===== config.mk =====
export PLATFORM = sky130hd
export DESIGN_NAME = dual_timer_top
export DESIGN_NICKNAME = d
export VERILOG_FILES = /design/src/hdl/timer_pkg.sv /design/src/hdl/timer_lane_if.sv /design/src/hdl/timer_lane.sv /design/src/hdl/dual_timer_top.sv
export SDC_FILE = /design/constraint.sdc
export NUM_CORES = 1
export LEC_CHECK = 0
export BUFFER_PORTS_ARGS = -buffer_cell sky130_fd_sc_hd__buf_2
export CAP_MARGIN = 20
export CORE_MARGIN = 4
export CORE_UTILIZATION = 40
export CTS_CLUSTER_SIZE = 24
export DETAILED_ROUTE_END_ITERATION = 12
export GPL_TIMING_DRIVEN = 0
export PLACE_DENSITY = 0.64
export REMOVE_ABC_BUFFERS = 1
export SLEW_MARGIN = 25
export SYNTH_ARGS = -nofsm -noshare
export SYNTH_HDL_FRONTEND = slang
export SYNTH_SLANG_ARGS = --single-unit

===== constraint.sdc =====
create_clock -name clock_i -period 4.1 [get_ports clock_i]
set_input_delay 0.41 -clock clock_i [delete_from_list [all_inputs] [get_ports clock_i]]
set_output_delay 0.41 -clock clock_i [all_outputs]
set_load 0.01 [all_outputs]

===== src/hdl/timer_pkg.sv =====
package timer_pkg;

	////////////////////////////////////////////////////////////////////////////
	// Register addresses in special function register space
	localparam logic [7:0] CTRL_ADDR    = 8'h88;
	localparam logic [7:0] MODE_ADDR    = 8'h89;
	localparam logic [7:0] LOW_ADDR [2] = '{8'h8A, 8'h8B};
	localparam logic [7:0] HIGH_ADDR[2] = '{8'h8C, 8'h8D};
	localparam logic [7:0] EXT_CFG_ADDR = 8'hE4;

	////////////////////////////////////////////////////////////////////////////
	// Control register fields; timer 1 and input 1 sit one stride above
	localparam int TF0_BIT     = 5;
	localparam int TR0_BIT     = 4;
	localparam int IE0_BIT     = 1;
	localparam int IT0_BIT     = 0;
	localparam int CTRL_STRIDE = 2;

	// Mode register fields; timer 1 sits one stride above timer 0
	localparam int MODE_LSB    = 0;
	localparam int GATE_BIT    = 3;
	localparam int MODE_STRIDE = 4;

	// External input configuration: polarity of input i at bit i
	localparam int POL0_BIT    = 0;

	////////////////////////////////////////////////////////////////////////////
	// Reset values and count limits
	localparam logic [7:0]  CTRL_RESET    = 8'h00;
	localparam logic [7:0]  MODE_RESET    = 8'h00;
	localparam logic [7:0]  BYTE_RESET    = 8'h00;
	localparam logic [1:0]  POL_RESET     = 2'h0;
	localparam logic [7:0]  BYTE_ALL_ONES = 8'hFF;
	localparam logic [15:0] WORD_ALL_ONES = 16'hFFFF;

	// Counting modes, in field encoding order
	typedef enum logic [1:0] {
		MODE_BASIC,
		MODE_16BIT,
		MODE_RELOAD,
		MODE_SPARE
	} timer_mode_e;

endpackage : timer_pkg


===== src/hdl/timer_lane_if.sv =====
`timescale 1ns/1ps
interface timer_lane_if;
	import timer_pkg::*;

	timer_mode_e mode;
	logic        gate;
	logic        run;
	logic        ext_active;
	logic        wr_low;
	logic        wr_high;
	logic [7:0]  wdata;
	logic [7:0]  low;
	logic [7:0]  high;
	logic        overflow;

	modport lane (input mode, gate, run, ext_active, wr_low, wr_high, wdata,
		output low, high, overflow);
	modport ctrl (output mode, gate, run, ext_active, wr_low, wr_high, wdata,
		input low, high, overflow);

endinterface : timer_lane_if


===== src/hdl/timer_lane.sv =====
`timescale 1ns/1ps
module timer_lane
	import timer_pkg::*;
(
	// Clock and reset
	input wire logic clock_i,
	input wire logic reset_i,
	// Controls and count bytes
	timer_lane_if.lane lane
);

	logic [7:0] low;
	logic [7:0] high;
	logic [7:0] next_low;
	logic [7:0] next_high;
	logic       next_ovf;
	logic       count_en;

	////////////////////////////////////////////////////////////////////////////
	// Next count; a software byte write overrides the count in that cycle
	always_comb begin
		next_low  = low;
		next_high = high;
		next_ovf  = 1'b0;
		count_en  = lane.run && (!lane.gate || lane.ext_active);
		if (count_en) begin
			if (lane.mode == MODE_RELOAD) begin
				if (low == BYTE_ALL_ONES) begin
					next_low = high;
					next_ovf = 1'b1;
				end else begin
					next_low = low + 8'h01;
				end
			end else begin
				{next_high, next_low} = {high, low} + 16'h0001;
				next_ovf = ({high, low} == WORD_ALL_ONES);
			end
		end
		if (lane.wr_low) begin
			next_low = lane.wdata;
		end
		if (lane.wr_high) begin
			next_high = lane.wdata;
		end
	end

	always_ff @(posedge clock_i) begin
		if (reset_i) begin
			low  <= BYTE_RESET;
			high <= BYTE_RESET;
		end else begin
			low  <= next_low;
			high <= next_high;
		end
	end

	// Overflow leaves combinationally so the flag lands on the rollover edge
	assign lane.low      = low;
	assign lane.high     = high;
	assign lane.overflow = next_ovf;
endmodule : timer_lane


===== src/hdl/dual_timer_top.sv =====
`timescale 1ns/1ps
module dual_timer_top
	import timer_pkg::*;
(
	// Clock and reset
	input  wire logic       clock_i,
	input  wire logic       reset_i,
	// Special function register access
	input  wire logic [7:0] sfr_addr_i,
	input  wire logic [7:0] sfr_wdata_i,
	input  wire logic       sfr_wr_i,
	output logic      [7:0] sfr_rdata_o,
	// CPU interrupt logic
	input  wire logic [1:0] timer_irq_enable_i,
	input  wire logic [1:0] timer_vector_ack_i,
	input  wire logic [1:0] ext_vector_ack_i,
	output logic            timer0_irq_o,
	output logic            timer1_irq_o,
	output logic            ext_irq0_o,
	output logic            ext_irq1_o,
	// External interrupt pins
	input  wire logic       ext_irq_input_0_i,
	input  wire logic       ext_irq_input_1_i
);

	logic [7:0] ctrl;
	logic [7:0] next_ctrl;
	logic [7:0] mode_reg;
	logic [7:0] next_mode_reg;
	logic [1:0] pol;
	logic [1:0] next_pol;
	logic [1:0] sync_a;
	logic [1:0] sync_b;
	logic [1:0] prev_active;
	logic [1:0] active;
	logic [1:0] rise;
	logic [1:0] lane_ovf;
	logic [7:0] lane_low [2];
	logic [7:0] lane_high[2];
	logic [7:0] next_rdata;
	logic [3:0] next_irq;
	logic       ctrl_wr;

	// Address match for one register address
	function automatic logic hit(input logic [7:0] addr, input logic [7:0] target);
		return addr == target;
	endfunction : hit

	////////////////////////////////////////////////////////////////////////////
	// Pin synchronisers; only the second stage is ever looked at
	always_ff @(posedge clock_i) begin
		if (reset_i) begin
			// Idle level of active-low pins, so no false active level after reset
			sync_a      <= 2'h3;
			sync_b      <= 2'h3;
			prev_active <= 2'h0;
		end else begin
			sync_a      <= {ext_irq_input_1_i, ext_irq_input_0_i};
			sync_b      <= sync_a;
			prev_active <= active;
		end
	end

	// Active level follows polarity: one means active high
	assign active  = ~(sync_b ^ pol);
	assign rise    = active & ~prev_active;
	assign ctrl_wr = sfr_wr_i && hit(sfr_addr_i, CTRL_ADDR);

	////////////////////////////////////////////////////////////////////////////
	// Timer lanes, one per timer
	timer_lane_if lane_bus[2] ();

	for (genvar i = 0; i < 2; i++) begin : g_lane
		assign lane_bus[i].mode       = timer_mode_e'(mode_reg[i*MODE_STRIDE+MODE_LSB +: 2]);
		assign lane_bus[i].gate       = mode_reg[i*MODE_STRIDE+GATE_BIT];
		assign lane_bus[i].run        = ctrl[TR0_BIT+i*CTRL_STRIDE];
		assign lane_bus[i].ext_active = active[i];
		assign lane_bus[i].wr_low     = sfr_wr_i && hit(sfr_addr_i, LOW_ADDR[i]);
		assign lane_bus[i].wr_high    = sfr_wr_i && hit(sfr_addr_i, HIGH_ADDR[i]);
		assign lane_bus[i].wdata      = sfr_wdata_i;
		assign lane_ovf[i]            = lane_bus[i].overflow;
		assign lane_low[i]            = lane_bus[i].low;
		assign lane_high[i]           = lane_bus[i].high;

		timer_lane u_lane (
			.clock_i (clock_i),
			.reset_i (reset_i),
			.lane    (lane_bus[i])
		);
	end

	////////////////////////////////////////////////////////////////////////////
	// Control, mode and polarity next values; hardware sets win over clears
	always_comb begin
		next_ctrl     = ctrl;
		next_mode_reg = mode_reg;
		next_pol      = pol;
		if (ctrl_wr) begin
			next_ctrl = sfr_wdata_i;
		end
		if (sfr_wr_i && hit(sfr_addr_i, MODE_ADDR)) begin
			next_mode_reg = sfr_wdata_i;
		end
		if (sfr_wr_i && hit(sfr_addr_i, EXT_CFG_ADDR)) begin
			next_pol = sfr_wdata_i[POL0_BIT +: 2];
		end
		for (int i = 0; i < 2; i++) begin
			// Vector acknowledge clears first, so a same-cycle event still sets
			if (timer_vector_ack_i[i]) begin
				next_ctrl[TF0_BIT+i*CTRL_STRIDE] = 1'b0;
			end
			if (lane_ovf[i]) begin
				next_ctrl[TF0_BIT+i*CTRL_STRIDE] = 1'b1;
			end
			if (ctrl[IT0_BIT+i*CTRL_STRIDE]) begin
				if (ext_vector_ack_i[i]) begin
					next_ctrl[IE0_BIT+i*CTRL_STRIDE] = 1'b0;
				end
				if (rise[i]) begin
					next_ctrl[IE0_BIT+i*CTRL_STRIDE] = 1'b1;
				end
			end else begin
				// Level mode mirrors the input; software writes do not stick
				next_ctrl[IE0_BIT+i*CTRL_STRIDE] = active[i];
			end
		end
	end

	// Requests track the flags on the same edge that the flags change
	always_comb begin
		next_irq[0] = next_ctrl[TF0_BIT] && timer_irq_enable_i[0];
		next_irq[1] = next_ctrl[TF0_BIT+CTRL_STRIDE] && timer_irq_enable_i[1];
		next_irq[2] = next_ctrl[IE0_BIT];
		next_irq[3] = next_ctrl[IE0_BIT+CTRL_STRIDE];
	end

	// Read data; unmapped addresses read zero
	always_comb begin
		case (sfr_addr_i)
			CTRL_ADDR:    next_rdata = ctrl;
			MODE_ADDR:    next_rdata = mode_reg;
			LOW_ADDR[0]:  next_rdata = lane_low[0];
			LOW_ADDR[1]:  next_rdata = lane_low[1];
			HIGH_ADDR[0]: next_rdata = lane_high[0];
			HIGH_ADDR[1]: next_rdata = lane_high[1];
			EXT_CFG_ADDR: next_rdata = {6'h00, pol};
			default:      next_rdata = 8'h00;
		endcase
	end

	////////////////////////////////////////////////////////////////////////////
	// Registers
	always_ff @(posedge clock_i) begin
		if (reset_i) begin
			ctrl         <= CTRL_RESET;
			mode_reg     <= MODE_RESET;
			pol          <= POL_RESET;
			sfr_rdata_o  <= 8'h00;
			timer0_irq_o <= 1'b0;
			timer1_irq_o <= 1'b0;
			ext_irq0_o   <= 1'b0;
			ext_irq1_o   <= 1'b0;
		end else begin
			ctrl         <= next_ctrl;
			mode_reg     <= next_mode_reg;
			pol          <= next_pol;
			sfr_rdata_o  <= next_rdata;
			timer0_irq_o <= next_irq[0];
			timer1_irq_o <= next_irq[1];
			ext_irq0_o   <= next_irq[2];
			ext_irq1_o   <= next_irq[3];
		end
	end
endmodule : dual_timer_top


==> metrics.md <==
| Metric | Value |
|---|---|
| Setup CP Type | `flip-flop to flip-flop` |
| Drt via density | `5.97` |
| Initial antenna violation count | `0` |
| Reg2Reg Launch Point | `g_lane[1].u_lane.lane.low[3]` |
| Slowest-stage cell, CP | `nor3_2` |
| Residual DRC | `0` |
| DR iter-0 viols | `244` |
| Hold Violations, Final | `0` |
| Max IR drop VDD | `0.167 mV` |
| Synth area leaders | `dfxtp_1 35%, mux2i_1 6.7%, nor2_1 4.5%` |
| Bufs and invs on worst path | `0` |
| Crit-path max FO | `8` |
| Max_cap viols | `0` |
| Max Clk Rate | `0.474 GHz` |
| Grt ovf | `0` |
| Slew @ Worst Pin | `0.907 ns` |
| CTS tree | `built` |
| Critical path's largest stage delay | `0.59 ns` |
| Synthesis-to-finish area growth | `12.5%` |
| Largest net degree at the start of global routing | `58` |
| Pwr dens | `324 mW/mm²` |
| Setup_tns | `0 ns` |
| Core Rows | `35` |
| Clock share of power | `47.2%` |
| CP endpoint | `g_lane[1].u_lane.lane.low[1]` |
| Cell Chain, Critical Path | `nand4_1, nor3_2, mux2_2, o211ai_1, a21oi_1` |
| Hold_buf cts | `0` |
| Vias in the first global route | `3292` |
| Clock Skew | `0.00619 ns` |
| Filler cell count in the final layout | `890` |
| Top-area cell type share of the netlist area | `35.3%` |
| Num CTS Buffers | `9` |
| Crit end category | `flip-flop` |
| # resized after CTS | `0` |
| Crit path from | `g_lane[1].u_lane.lane.low[3]` |
| Distinct cells, synth | `63` |
| Post-synth EDFFs | `0` |
| CTS Sinks | `66` |
| WL/cell | `18.9 µm` |
| Post-CTS repair timing setup buffer count | `0` |
| Post-synth top flop | `dfxtp_1` |
| Global-route usage over all layers | `20.5%` |
| WP data required | `4.31 ns` |
| Core area | `0.00915 mm²` |
| Proportion of layout cells with a drive suffix above 1 | `16.6%` |
| Logic pwr share | `5.5%` |
| R2R Setup Slk | `1.99 ns` |
| Switching Share | `23.3%` |
| Clk root buf | `clkbuf_8` |
| Status | `completed` |
| Starting Density | `40.9%` |
| Layout Nets | `494` |
| Port bufs | `38` |
| RR Endpoint | `g_lane[1].u_lane.lane.low[1]` |
| Worst path arrival time | `2.32 ns` |
| Clock transition at path regs | `0.08 ns` |
| Final antenna-violating net count | `0` |
| Share of total power in sequential cells | `47.3%` |
| Sw Pwr | `319 µW` |
| Mapped Area | `0.00374 mm²` |
| Cell internal pwr | `1050 µW` |
| Startpoint Class | `flip-flop` |
| H-tree Lvls | `3` |
| Die area | `0.0110 mm²` |
| Synthesized instance count | `438` |
| Largest registers | `g_lane.u_lane.lane.high x16, g_lane.u_lane.lane.low x16` |
| Drt total wl | `11.0 mm` |
| Die height | `105 µm` |
| Post-synthesis sequential area ratio | `35.3%` |
| Final period util | `51.5%` |
| First-pass GRT wire length | `17.8 mm` |
| Max-slew headroom | `39.0%` |
| Worst path top cell family by delay | `simple AND/OR/NAND/NOR gates` |
| Skew-Pair Late Insertion Delay | `0.35 ns` |
| Via count | `3469` |
| DR pass1 iterations | `5` |
| Setup-failing EPs final | `0` |
| #FFs+latches synth | `66` |
| Async set-or-reset flop fraction in the synthesized netlist | `0%` |
| Worst Hold Class | `input port to flip-flop` |
| Hpwl dp | `7.84 mm` |
| Syn Area/Cell | `8.54 µm²` |
| Register-to-Register Path Depth | `5` |
| Util after Layout | `46.0%` |
| Yosys warning count | `0` |
| Gpl congestion | `0.989` |
| Min-delay src | `ext_irq_input_1_i` |
| Leakage power | `0.00147 µW` |
| Worst path depth | `5` |
| Die X-Extent | `105 µm` |
| Yosys top cell by area | `dfxtp_1` |
| RSZ-0062 raised after global routing | `no` |
| Minimum clock period | `2.11 ns` |
| Max Slew Vio Count | `0` |
| Max clock buf depth | `2` |
| # diodes | `0` |
| IO Pins | `39` |
power by group through the flow:
stage / clock (µW) / combinational [µW] / sequential (µW)
global route: 683 / 81.1 / 647
detailed placement: 0 / 74.1 / 662
floorplan: 0 / 25.5 / 661
CTS: 656 / 74.3 / 647
global placement: 0 / 72.8 / 662
finish: 645 / 74.9 / 647
per-stage QoR:
stage | total power, µW | worst slack [ns] | instance area [µm²] | cells | hold WS (ns)
after global routing | 1410 | 1.84 | 4210 | 581 | 0.244
after CTS | 1380 | 1.97 | 4210 | 581 | 0.231
final | 1370 | 1.99 | 4210 | 581 | 0.240
after global placement | 734 | 1.95 | 3970 | 565 | 0.392
after floorplan | 687 | 2.37 | 3640 | 416 | 0.389
after detailed placement | 736 | 1.90 | 3970 | 565 | 0.396
layer usage:
metal | vias up | global-route usage (%) | part of all wire (%)
met4 | 0 | 8.81 | 2.9
met3 | 27 | 3.27 | 6.1
met2 | 141 | 32.0 | 47
li1 | 1669 | - | -
met1 | 1632 | 27.9 | 44
met5 | - | 0 | 0
synth_stat cells, types with 3 or more instances:
library cell   n
o221ai_1       4
nor2b_1        4
inv_1         12
and3_1         8
or2_2          4
a211oi_1      14
nand3_1       16
xnor2_1       12
xor2_1         8
and3b_1        4
o32ai_1        3
nand2b_1      10
o21ai_0        9
nand4_1       11
a31oi_1        8
nand2_1       42
buf_2          9
clkbuf_1      11
mux2_2         3
o21ai_1        7
o22ai_1        5
a21oi_1       20
nor2_1        45
dfxtp_1       66
and2_1         4
a211o_1        5
mux2i_1       25
a22oi_1       12
nor3_1         8
how the worst min path moves through the flow:
stage           endpoint  slack [ns]  cells after the start
5_1_grt        sync_a[1]        0.24                      2
4_1_cts        sync_a[1]        0.23                      2
6_report       sync_a[1]        0.24                      2
3_3_place_gp   sync_b[0]        0.39                      1
3_5_place_dp   sync_b[0]        0.40                      1
2_1_floorplan  sync_b[0]        0.39                      1
worst reg2reg max path, stage by stage, from the launching register on:
cell,delay [ns]
dfxtp_1,0.49
nand4_1,0.25
nor3_2,0.59
mux2_2,0.40
o211ai_1,0.17
a21oi_1,0.08
cells in the final DEF (no fill, tap or decap), drive strengths merged, types with 8 or more instances in the layout:
cell    Yosys  layout
xor2        9       9
nor3       10      10
nand2      42      42
nand4      11      11
clkbuf     12      11
nand3      18      18
mux2i      25      25
a211oi     16      16
inv        12      13
and3        8       8
a21oi      20      20
a22oi      12      12
a31oi       8       8
xnor2      12      12
dfxtp      66      66
o21ai      16      16
nand2b     10      10
nor2       45      45
buf        10      38
cell families after synthesis:
| group | count (synthesis) | share of synthesized area [%] |
|---|---|---|
| simple gates | 180 | 26.5 |
| xor+xnor | 21 | 5.12 |
| compound gates | 105 | 19.8 |
| buf+inv | 34 | 3.84 |
| flops | 66 | 35.3 |
| mux | 30 | 8.79 |
| fa+ha+maj | 2 | 0.669 |
cell type report:
type                    count  area (µm²)  share of cell area (%)
flip-flops and latches     66        1320                    31.4
multi-input cells         338        2280                    54.1
inverters                  12        45.0                    1.07
repair buffers             38         193                    4.58
well taps                 111         139                    3.30
clock inverters             5        85.1                    2.02
clock buffers              11         151                    3.59
(Power assumes the default switching activity.)
